File: src/pkg/crxf_defs.vh
// constants for the receive filter, linking and auto answer block
// Function
// - mask bit zero: incoming bit must equal code bit, else buffer rejects
// - mask bit one: incoming bit is ignored by the filter
// - filter covers identifier, ide, rtr and first two data bytes
// - standard 11-bit identifier sits at filter bits 31 down to 21
// - extended frames use a 29-bit identifier for filtering and answers
// - first two data bytes compared to data code where data mask is zero
// - full linked matching buffer continues search to next valid buffer
// - linked search finding no further buffer raises overrun flag
// - message into full unlinked buffer raises overrun event
// - remote frame has rtr one and no data, whatever dlc says
// - accepted remote request with auto answer set sends buffer content
// - answer pending set on request, cleared when sent or buffer disabled
// - per-buffer cancel command clears a pending automatic answer
// - whole block runs from one bus clock
// - search starts at buffer zero; valid means enabled and filter matches
// - storing sets message available; software clears it to free buffer
// - store into buffer with receive irq enable raises receive done flag
`ifndef CRXF_DEFS_VH
`define CRXF_DEFS_VH
// ============================================================
// frame layout
`define CRXF_NBUF        16
`define CRXF_ID_MSB      31
`define CRXF_STD_LSB     21
`define CRXF_EXT_LSB     3
`define CRXF_DATA_W      16
`define CRXF_FIFO_DEPTH  4
// ============================================================
// receive word fields: {id[31:3], ide, rtr, dlc[3:0], data[63:0]}
`define CRXF_MSG_W       99
`define CRXF_DATA_LSB    0
`define CRXF_DLC_LSB     64
`define CRXF_RTR_BIT     68
`define CRXF_IDE_BIT     69
`define CRXF_ID_LSB      70
// ============================================================
// filter word: {id[31:3], ide, rtr} matches 31:1 of mask and code
`define CRXF_FLT_W       31
`endif

File: src/verilog/crxf_fifo.v
// small valid/ready fifo buffering received frames before the search
`timescale 1ns/1ps
module crxf_fifo #(
  parameter WIDTH = 8,
  parameter DEPTH = 4,
  parameter AW    = 2
) (
  input  wire             i_clk,
  input  wire             i_reset_n,
  input  wire             i_ce,
  input  wire             i_in_valid,
  output wire             o_in_ready,
  input  wire [WIDTH-1:0] i_in_data,
  output wire             o_out_valid,
  input  wire             i_out_ready,
  output wire [WIDTH-1:0] o_out_data
);
  reg [WIDTH-1:0] mem_q [0:DEPTH-1];
  reg [AW-1:0]    wr_q;
  reg [AW-1:0]    rd_q;
  reg [AW:0]      cnt_q;
  wire            push;
  wire            pop;

  assign o_in_ready  = (cnt_q != DEPTH[AW:0]);
  assign o_out_valid = (cnt_q != {(AW+1){1'b0}});
  assign o_out_data  = mem_q[rd_q];
  assign push = i_ce & i_in_valid & o_in_ready;
  assign pop  = i_ce & o_out_valid & i_out_ready;

  // ============================================================
  // storage and pointers
  always @(posedge i_clk) begin
    if (push) begin
      mem_q[wr_q] <= i_in_data;
    end
  end

  always @(posedge i_clk or negedge i_reset_n) begin
    if (!i_reset_n) begin
      wr_q  <= {AW{1'b0}};
      rd_q  <= {AW{1'b0}};
      cnt_q <= {(AW+1){1'b0}};
    end else begin
      if (push) begin
        wr_q <= (wr_q == DEPTH[AW-1:0] - 1'b1) ? {AW{1'b0}} : wr_q + 1'b1;
      end
      if (pop) begin
        rd_q <= (rd_q == DEPTH[AW-1:0] - 1'b1) ? {AW{1'b0}} : rd_q + 1'b1;
      end
      if (push & ~pop) begin
        cnt_q <= cnt_q + 1'b1;
      end else if (pop & ~push) begin
        cnt_q <= cnt_q - 1'b1;
      end
    end
  end
endmodule // crxf_fifo

File: src/verilog/crxf_rx_filter.v
// receive buffer search, acceptance filtering, linking and automatic remote answers
`timescale 1ns/1ps
`include "crxf_defs.vh"
module crxf_rx_filter #(
  parameter NBUF = `CRXF_NBUF,
  parameter BW   = 4
) (
  input  wire                       i_clk,
  input  wire                       i_reset_n,
  input  wire                       i_ce,
  // framer side: one received frame per handshake
  input  wire                       i_rx_valid,
  output wire                       o_rx_ready,
  input  wire [28:0]                i_rx_id,
  input  wire                       i_rx_ide,
  input  wire                       i_rx_rtr,
  input  wire [3:0]                 i_rx_dlc,
  input  wire [63:0]                i_rx_data,
  // per-buffer configuration, flattened buffer n at [n*w +: w]
  input  wire [NBUF*32-1:0]         i_filter_mask,
  input  wire [NBUF*32-1:0]         i_filter_code,
  input  wire [NBUF*16-1:0]         i_data_filter_mask,
  input  wire [NBUF*16-1:0]         i_data_filter_code,
  input  wire [NBUF-1:0]            i_buffer_enable,
  input  wire [NBUF-1:0]            i_link_flag,
  input  wire [NBUF-1:0]            i_receive_irq_enable,
  input  wire [NBUF-1:0]            i_auto_answer_enable,
  input  wire [NBUF-1:0]            i_auto_answer_cancel,
  input  wire [NBUF-1:0]            i_msg_ack,
  // status
  output reg  [NBUF-1:0]            o_message_available_flag,
  output reg  [NBUF-1:0]            o_auto_answer_pending,
  output reg                        o_receive_done_irq,
  output reg                        o_receive_overrun_irq,
  // stored content of one buffer, selected for reading
  input  wire [BW-1:0]              i_rd_sel,
  output reg  [`CRXF_MSG_W-1:0]     o_rd_msg,
  // automatic answer transmit request
  output wire                       o_tx_valid,
  input  wire                       i_tx_ready,
  output reg  [`CRXF_MSG_W-1:0]     o_tx_msg,
  output reg  [BW-1:0]              o_tx_buf
);
  // ============================================================
  // declarations
  reg  [`CRXF_MSG_W-1:0] store_q [0:NBUF-1];
  reg                    tx_busy_q;
  wire [`CRXF_MSG_W-1:0] in_word;
  wire                   f_valid;
  wire [`CRXF_MSG_W-1:0] f_word;
  wire                   f_take;
  reg  [NBUF-1:0]        match;
  reg  [NBUF-1:0]        mav_d;
  reg  [NBUF-1:0]        pnd_d;
  reg                    found;
  reg                    stop;
  reg                    lost;
  reg  [BW-1:0]          tgt;
  reg  [BW-1:0]          ans_sel;
  reg                    ans_found;
  // one loop variable per process, so no process wakes another through it
  integer                mi;
  integer                si;
  integer                ai;

  // remote frames carry no data field whatever the dlc holds
  assign in_word = {i_rx_id, i_rx_ide, i_rx_rtr, i_rx_dlc,
                    i_rx_rtr ? 64'h0000000000000000 : i_rx_data};

  // ============================================================
  // input fifo; a full fifo stalls the framer
  crxf_fifo #(
    .WIDTH (`CRXF_MSG_W),
    .DEPTH (`CRXF_FIFO_DEPTH),
    .AW    (2)
  ) u_fifo (
    .i_clk       (i_clk),
    .i_reset_n   (i_reset_n),
    .i_ce        (i_ce),
    .i_in_valid  (i_rx_valid),
    .o_in_ready  (o_rx_ready),
    .i_in_data   (in_word),
    .o_out_valid (f_valid),
    .i_out_ready (1'b1),
    .o_out_data  (f_word)
  );
  assign f_take = i_ce & f_valid;

  // ============================================================
  // acceptance filter of one buffer
  function flt_match;
    input [`CRXF_MSG_W-1:0] w;
    input [31:0]            msk;
    input [31:0]            cod;
    input [15:0]            dmsk;
    input [15:0]            dcod;
    reg   [31:0]            fld;
    reg   [15:0]            dat;
    begin
      // standard ids land in 31:21, extended ids fill 31:3
      if (w[`CRXF_IDE_BIT]) begin
        fld = {w[`CRXF_ID_LSB +: 29], w[`CRXF_IDE_BIT], w[`CRXF_RTR_BIT], 1'b0};
      end else begin
        fld = {w[`CRXF_ID_LSB +: 11], 18'h00000, w[`CRXF_IDE_BIT],
               w[`CRXF_RTR_BIT], 1'b0};
      end
      // byte one is data[63:56], byte two data[55:48]
      dat = w[`CRXF_DATA_LSB + 48 +: 16];
      // zero mask bits must match the code, one bits are ignored
      flt_match = ((((fld ^ cod) & ~msk) & 32'hfffffffe) == 32'h00000000) &&
                  (((dat ^ dcod) & ~dmsk) == 16'h0000);
    end
  endfunction

  always @* begin
    for (mi = 0; mi < NBUF; mi = mi + 1) begin
      match[mi] = i_buffer_enable[mi] &
                  flt_match(f_word, i_filter_mask[mi*32 +: 32], i_filter_code[mi*32 +: 32],
                            i_data_filter_mask[mi*16 +: 16],
                            i_data_filter_code[mi*16 +: 16]);
    end
  end

  // ============================================================
  // receive buffer search, lowest index first
  always @* begin
    found = 1'b0;
    stop  = 1'b0;
    lost  = 1'b0;
    tgt   = {BW{1'b0}};
    for (si = 0; si < NBUF; si = si + 1) begin
      if (!stop && match[si]) begin
        if (!o_message_available_flag[si]) begin
          found = 1'b1;
          stop  = 1'b1;
          tgt   = si[BW-1:0];
        end else if (!i_link_flag[si]) begin
          // full and unlinked: overwrite and report the loss
          found = 1'b1;
          lost  = 1'b1;
          stop  = 1'b1;
          tgt   = si[BW-1:0];
        end
        // full and linked: keep searching
      end
    end
    if (!stop && (match != {NBUF{1'b0}})) begin
      // only full linked buffers matched; frame dropped
      lost = 1'b1;
    end
  end

  // ============================================================
  // storage of the frame
  always @(posedge i_clk) begin
    if (f_take && found) begin
      store_q[tgt] <= f_word;
    end
  end

  always @* begin
    o_rd_msg = store_q[i_rd_sel];
  end

  // ============================================================
  // flags; hardware set wins over software clear
  always @* begin
    mav_d = o_message_available_flag & ~i_msg_ack;
    pnd_d = o_auto_answer_pending & ~i_auto_answer_cancel & i_buffer_enable;
    if (o_tx_valid && i_tx_ready) begin
      pnd_d[o_tx_buf] = 1'b0;
    end
    if (f_take && found) begin
      // the stored request stays visible when it is answered
      mav_d[tgt] = 1'b1;
      if (f_word[`CRXF_RTR_BIT] && i_auto_answer_enable[tgt]) begin
        pnd_d[tgt] = 1'b1;
      end
    end
  end

  always @(posedge i_clk or negedge i_reset_n) begin
    if (!i_reset_n) begin
      o_message_available_flag <= {NBUF{1'b0}};
      o_auto_answer_pending    <= {NBUF{1'b0}};
      o_receive_done_irq       <= 1'b0;
      o_receive_overrun_irq    <= 1'b0;
    end else if (i_ce) begin
      o_message_available_flag <= mav_d;
      o_auto_answer_pending    <= pnd_d;
      o_receive_done_irq       <= f_take & found & i_receive_irq_enable[tgt];
      o_receive_overrun_irq    <= f_take & lost;
    end
  end

  // ============================================================
  // automatic answer: lowest pending buffer, sent with its stored identifier
  always @* begin
    ans_found = 1'b0;
    ans_sel   = {BW{1'b0}};
    for (ai = NBUF - 1; ai >= 0; ai = ai - 1) begin
      if (o_auto_answer_pending[ai]) begin
        ans_found = 1'b1;
        ans_sel   = ai[BW-1:0];
      end
    end
  end

  // request stands until taken; a cancel or disable withdraws it next cycle
  assign o_tx_valid = tx_busy_q & o_auto_answer_pending[o_tx_buf];

  always @(posedge i_clk or negedge i_reset_n) begin
    if (!i_reset_n) begin
      tx_busy_q <= 1'b0;
      o_tx_buf  <= {BW{1'b0}};
      o_tx_msg  <= {`CRXF_MSG_W{1'b0}};
    end else if (i_ce) begin
      if (tx_busy_q && (!o_auto_answer_pending[o_tx_buf] || i_tx_ready)) begin
        tx_busy_q <= 1'b0;
      end else if (!tx_busy_q && ans_found) begin
        tx_busy_q <= 1'b1;
        o_tx_buf  <= ans_sel;
        // answer is a data frame with the same identifier
        o_tx_msg  <= store_q[ans_sel] & ~({{(`CRXF_MSG_W-`CRXF_RTR_BIT-1){1'b0}}, 1'b1,
                     {`CRXF_RTR_BIT{1'b0}}});
      end
    end
  end
endmodule // crxf_rx_filter
File: config.mk
export PLATFORM = sky130hd
export DESIGN_NAME = crxf_rx_filter
export DESIGN_NICKNAME = d
export VERILOG_FILES = /design/src/verilog/crxf_fifo.v /design/src/verilog/crxf_rx_filter.v
export VERILOG_INCLUDE_DIRS = /design/src /design/src/pkg
export SDC_FILE = /design/constraint.sdc
export NUM_CORES = 2
export LEC_CHECK = 0
export BUFFER_PORTS_ARGS = -buffer_cell sky130_fd_sc_hd__buf_4
export CAP_MARGIN = 30
export CORE_AREA = 2 2 760 762
export CTS_CLUSTER_DIAMETER = 50
export DETAILED_ROUTE_END_ITERATION = 10
export DIE_AREA = 0 0 762 764
export GPL_ROUTABILITY_DRIVEN = 0
export SYNTH_ARGS = -nofsm -noshare
export SYNTH_HDL_FRONTEND = slang
export SYNTH_SLANG_ARGS = --single-unit
File: constraint.sdc
create_clock -name i_clk -period 8.65 [get_ports i_clk]
set_input_delay 0.865 -clock i_clk [delete_from_list [all_inputs] [get_ports i_clk]]
set_output_delay 0.865 -clock i_clk [all_outputs]
set_load 0.05 [all_outputs]
### After elaboration in Yosys (flattened, before gate mapping)

Memory sizes are Yosys's and may differ from the RTL's. A register that Yosys moved wholly into a read port is not among the register bits.
Cells that the tools add are included.

* RAM bits: 1980
* word-level logic and storage cells: 451
* register bits after elaboration: 46
* memories kept: 2
* output and inout port bits: 238

Memories
* store_q: depth 16, bits a word 99, rd ports 2, clocked after memory_dff 1, wr ports 1, line crxf_rx_filter.v:46 `` reg [`CRXF_MSG_W-1:0] store_q [0:NBUF-1]; ``
* u_fifo.mem_q: depth 4, bits a word 99, rd ports 1, clocked after memory_dff 0, wr ports 1, line crxf_fifo.v:18 `reg [WIDTH-1:0] mem_q [0:DEPTH-1];`

* $add $sub $neg: 4
* equal/unequal tests: 3
* bitwise operators: 133
* order comparisons: 4
* reductions and logical operators: 97
* multiplexer cells: 199

Operators with widths (count)
* $and A32 B32 Y32: 16
* $logic_not A32 Y1: 16
* $not A32 Y32: 16
* $xor A32 B32 Y32: 16
* $and A16 B16 Y16: 20
* $not A16 Y16: 19
* $logic_not A16 Y1: 16
* $xor A16 B16 Y16: 16
* $mux W4: 58
* $mux W1: 126
* $mux W16: 4
* $mux W64: 1
* $logic_and A1 B1 Y1: 39
* $mux W32: 1
* $or A16 B16 Y16: 2
* $and A1 B1 Y1: 25
* $logic_not A1 Y1: 19
* $reduce_bool A16 Y1: 1
* $bmux W1 S4: 3
* $lt A4 B5 Y1 const B: 2
* $demux W1 S4: 2
* $ge A4 B1 Y1 const B: 2
* $mux W3: 2
* $add A2 B1 Y2 const B: 2
* other kinds (11): 16

### Logic depth before layout (Yosys ltp)

An unclocked memory read counts as a cell.

* depth in word-level cells: 60
* mapped depth: 23
* gate-level depth less buffers: 17

### Hierarchy

From an unflattened synthesis, not the netlist that was laid out.

* cell total of the unflattened synthesis: 6933
* area, all modules: 109750.3 sq um

Modules (own cells, without submodules)
* crxf_rx_filter: instances 1, cells each 6378, area an instance 95022.4 sq um
* crxf_fifo: instances 1, cells each 555, area an instance 14727.9 sq um

### Worst setup path after synthesis

Ideal clock, no wire load.

* path type: register to register
* start: reg u_fifo.rd_q[0]
* end: mem store_q[2][0] in the netlist's numbering (enable)
* arrival time: 8500 ps
* clock period less this slack: 9059 ps
* slack: -409 ps
* path buffers: 5
* cell stages (with the launch flop): 19
* path through: dfrtp_1 -> buf_6 -> buf_12 -> mux4_2 -> buf_2 -> and2_4 -> buf_6 -> buf_6 -> xnor2_1 -> a2bb2o_1 -> nor4b_1 -> nand3_1 -> or4b_1 -> nand4_1 -> nor4b_2 -> and2_1 -> a21oi_2 -> or3b_4 -> nor2_1

* longest elaborated chain between the ends: 56
* elaborated cells on any way between the ends: 252
* classes of those cells: mux: 92; bitwise: 80; reduce/logical: 79; memory: 1

Ends and longest elaborated chain
* start, declared: line crxf_fifo.v:20 `reg [AW-1:0] rd_q;`
* start signal, assigned: line crxf_fifo.v:42 `rd_q <= {AW{1'b0}};`
* start signal, assigned: line crxf_fifo.v:49 `rd_q <= (rd_q == DEPTH[AW-1:0] - 1'b1) ? {AW{1'b0}} : rd_q + 1'b1;`
* $mem_v2 Z4 W99 (*)
* net f_word[84]: line crxf_rx_filter.v:50 `` wire [`CRXF_MSG_W-1:0] f_word; ``
* $mux W32 (*): line crxf_rx_filter.v:101 `` if (w[`CRXF_IDE_BIT]) begin ``
* $xor A32 B32 Y32: line crxf_rx_filter.v:110 `flt_match = ((((fld ^ cod) & ~msk) & 32'hfffffffe) == 32'h00000000) &&`
* $and A32 B32 Y32: line crxf_rx_filter.v:110
* $logic_not A32 Y1: line crxf_rx_filter.v:110
* $logic_and A1 B1 Y1: line crxf_rx_filter.v:110
* $and A1 B1 Y1: line crxf_rx_filter.v:117 `match[mi] = i_buffer_enable[mi] &`
* [... 41 more ...]
* $mux W1 / $logic_and A1 B1 Y1 (equally long branches): line crxf_rx_filter.v:133, crxf_rx_filter.v:132
* $mux W1: line crxf_rx_filter.v:132 `if (!stop && match[si]) begin`
* $mux W1 / $logic_not A1 Y1 (equally long branches): line crxf_rx_filter.v:137, crxf_rx_filter.v:132
* $mux W1 / $logic_and A1 B1 Y1 (equally long branches): line crxf_rx_filter.v:133, crxf_rx_filter.v:132
* $mux W1: line crxf_rx_filter.v:132
* $logic_and A1 B1 Y1: line crxf_rx_filter.v:156 `if (f_take && found) begin`
* $mux W1: line crxf_rx_filter.v:156
* $mux W1 (implied by the code): line crxf_rx_filter.v:157 `store_q[tgt] <= f_word;`
* end, declared: line crxf_rx_filter.v:46

Mark *: on every way through the listed nets, which the timed path passes. The rest lies on a longest branch.

### Worst setup path after layout

* start: reg u_fifo.rd_q[0]
* end: mem store_q[6][44] in the netlist's numbering (enable)

* longest elaborated chain between the ends: 56
* elaborated cells on any way between the ends: 252
* classes of those cells: mux: 92; bitwise: 80; reduce/logical: 79; memory: 1

Ends and longest elaborated chain (line)
* $mem_v2 Z4 W99 (*)
* $mux W32: crxf_rx_filter.v:101
* $xor A32 B32 Y32: crxf_rx_filter.v:110
* $and A32 B32 Y32: crxf_rx_filter.v:110
* $logic_not A32 Y1: crxf_rx_filter.v:110
* $logic_and A1 B1 Y1: crxf_rx_filter.v:110
* $and A1 B1 Y1: crxf_rx_filter.v:117
* $mux W1: crxf_rx_filter.v:132
* [... 40 more ...]
* $mux W1 / $logic_and A1 B1 Y1 (equally long branches): crxf_rx_filter.v:133, crxf_rx_filter.v:132
* $mux W1: crxf_rx_filter.v:132
* $mux W1 / $logic_not A1 Y1 (equally long branches): crxf_rx_filter.v:137, crxf_rx_filter.v:132
* $mux W1 / $logic_and A1 B1 Y1 (equally long branches): crxf_rx_filter.v:133, crxf_rx_filter.v:132
* $mux W1: crxf_rx_filter.v:132
* $logic_and A1 B1 Y1: crxf_rx_filter.v:156
* $mux W1: crxf_rx_filter.v:156
* $mux W1 (implied by the code): crxf_rx_filter.v:157

Every way passes the cells marked *; elsewhere a longest branch is shown, timed or not.

==> results.json <==
{
  "synth_top_family_by_area": "multiplexers",
  "cp_slowest_cell": "mux4_2",
  "grt_pass1_wl_um": 1040000,
  "clockBufferDepth": 4,
  "min_path_type": "input port to flop",
  "drtIter0Drc": 11750,
  "clk_latency_ns": 0.92,
  "whs_ns": 0.155,
  "drtPass1Iterations": 7,
  "cp.arrival_ns": 8.90,
  "synth_xor_area_frac": 0.0458,
  "fin_crit_sh": 0.964,
  "dp_hpwl_um": 724000,
  "vias": 89729,
  "via_per_inst": 5.03,
  "cp_max_fo": 18,
  "path_class": "flop to flop",
  "post-place-ws_ns": 0.331,
  "numPortBuffers": 1944,
  "yosysTopAreaCell": "edfxtp_1",
  "utilization": 0.261,
  "async_reset_ff_frac": 0.0678,
  "yosysSeqAreaShare": 0.561,
  "synthMuxAreaShare": 0.231,
  "ctsResizeCount": 0,
  "layout-drive-gt1-share": 0.408,
  "clk_pin_slew_ns": 0.06,
  "syn_area_um2": 112000,
  "synth_edf_count": 1980,
  "die-height_um": 764,
  "wl_um": 872000,
  "cp-end-kind": "flop",
  "seqPwrFrac": 0.334,
  "max_freq_ghz": 0.120,
  "synth-main-ff-cell": "edfxtp_1",
  "root_buffer": "clkbuf_16",
  "final_area_um2": 150000,
  "finalClockSkew_ns": 0.0543,
  "placementRows": 279,
  "relSlewSlack": 0.178,
  "postSynthAreaPerCell_um2": 15.7,
  "crit_path_max_incr_delay_ns": 0.87,
  "layout_min_cycle_time_ns": 8.34,
  "cts_buffers": 262,
  "ys_types": 110,
  "ant_nets": 0,
  "synth_top_area_frac": 0.529,
  "p_clk_frac": 0.281,
  "area_growth_pct": 33.3,
  "hold_viol": 0,
  "cts_max_level": 5,
  "antenna_found_initial": 676,
  "peakVddDrop_v": 0.000264,
  "synthTopCellsByCount": "edfxtp_1, mux4_2, nand2_1",
  "synthCells": 7174,
  "dieArea_um2": 582000,
  "worst_pin_slew_ns": 1.22,
  "grt-ovfl-total": 0,
  "ys_ff_latch": 2124,
  "start_util": 0.196,
  "synth-compound-area-share": 0.0501,
  "synth_simple_gate_area_share": 0.0912,
  "cts_tree": "yes",
  "power_density_nw_per_um2": 258,
  "grt_usage": 0.287,
  "critical-path-top-delay-family": "simple AND/OR/NAND/NOR gates",
  "crit_top_cell": "buf_4",
  "switchingPower_mw": 15.2,
  "grt_start_max_net_pins": 177,
  "ys_top_cells_by_area": "edfxtp_1, mux4_2, dfrtp_1, xor2_1, mux2i_1",
  "dpl_cell_area_um2": 140000,
  "crit_chain": "buf_4 -> mux4_2 -> nand2_4 -> buf_4 -> buf_4 -> xor2_1 -> o2111ai_1 -> nor4_2 -> buf_4 -> nand2_1 -> nor2_1 -> or4_1 -> nor3b_1 -> nor4b_1 -> a211oi_2 -> or3b_4 -> nor2_4 -> buf_12 -> buf_4",
  "met2_length_um": 374000,
  "setup_viol": 0,
  "synth_fa_ha_area_frac": 0.000668,
  "yosysMostFrequentCell": "edfxtp_1",
  "cts_sinks": 2124,
  "netSwitchingFraction": 0.394,
  "crit_path_start_kind": "flop",
  "syn_nets": 8920,
  "drv_cap": 0,
  "slew_violations": 0,
  "top_level_ports": 1978,
  "yosysWarnings": 0,
  "top_layer_used": "met5",
  "layout.nets": 11095,
  "worst-path-buf-inv": 6,
  "wl_per_cell_um": 48.9,
  "met1_length_um": 317000,
  "setup_ws_ns": 0.312,
  "die_w_um": 762,
  "wl_met3_um": 97900,
  "status": "completed",
  "grt_pass1_vias": 81523,
  "p_int_mw": 23.4,
  "p_comb_frac": 0.385,
  "p_leak_nw": 52.2,
  "drc": 0,
  "core_um2": 575000,
  "worstPathRequired_ns": 9.21,
  "rsz0062_at_grt": "false"
}
[routing by layer]
metal	track usage	vias to the layer above
li1	-	34354
met4	0.235	244
met2	0.418	7014
met5	0.0134	-
met1	0.330	46056
met3	0.118	2061
[power by group through the flow]
stage | registers (mW) | clock network (mW) | logic, mW
after CTS | 12.9 | 11.0 | 14.6
final | 12.9 | 10.9 | 14.9
after global routing | 12.9 | 11.4 | 15.0
after detailed placement | 13.1 | 0 | 14.6
after floorplan | 13.0 | 0 | 6.60
after global placement | 13.1 | 0 | 14.4
[state kept, by name, indices dropped and copies added, names as in the netlist]
name / count
o_message_available_flag: 16
u_fifo.cnt_q: 3
u_fifo.wr_q: 2
o_tx_msg: 98
o_receive_overrun_irq: 1
tx_busy_q: 1
o_tx_buf: 4
o_receive_done_irq: 1
store_q: 1584
o_auto_answer_pending: 16
u_fifo.rd_q: 2
u_fifo.mem_q: 396
[repair_timing]
item | 4_1_cts | 5_1_grt
endpoints found under the hold margin | 5 | 0
setup endpoints to repair | 0 | 0
buffers inserted | 0 | 0
hold buffers | 1 | 0
[cells by family after synthesis]
| kind of cell | Yosys count |
|---|---|
| adder cells (fa/ha/maj) | 6 |
| XOR/XNOR | 587 |
| multiplexers | 1324 |
| AO/OA/AOI/OAI | 763 |
| AND/OR/NAND/NOR | 1865 |
| buffers and inverters | 504 |
| other | 1 |
| flip-flops | 2124 |
[area by class of cell]
class                      instances  area [µm²]
clock inverter                   125        1180
timing repair buffer            2347       19300
fill                           59142      425000
antenna                          695        1740
multi-input combinational       4546       47600
inverter                          68         255
tap                             7587        9490
sequential                      2124       63100
clock buffer                     344        7280
[per-stage QoR]
stage	setup TNS, ns	power [mW]	instances
floorplan	-79.19	19.6	7174
global placement	-0.930	27.5	16645
detailed placement	0	27.7	16663
CTS	0	38.5	17133
global route	0	39.3	17665
finish	0	38.7	17836
[final timing paths]
| path | depth (start not counted) | endpoint | slack (ns) | start |
|---|---|---|---|---|
| max in group asynchronous | 3 | u_fifo.rd_q[0] | 6.45 | i_reset_n |
| worst min-delay path | 1 | u_fifo.mem_q[3][88] | 0.15 | i_rx_id[18] |
| min in group asynchronous | 2 | o_tx_msg[28] | 0.60 | i_reset_n |
| worst min register to register | 2 | o_tx_msg[44] | 0.48 | o_tx_msg[44] |
| worst max register to register | 19 | store_q[6][44] | 0.31 | u_fifo.rd_q[0] |
| worst max-delay path | 19 | store_q[6][44] | 0.31 | u_fifo.rd_q[0] |
[cell usage in the layout (no fill, tap or decap), drive strengths merged, types with 144 or more instances in the layout]
cell and count:
buf 2343, clkbuf 347, dfrtp 144, diode 695
edfxtp 1980, mux2i 325, mux4 990, nand2 409
nor2 321, nor2b 238, o22ai 148, xnor2 254
xor2 333
No activity file was read; power rests on OpenSTA's default activity.
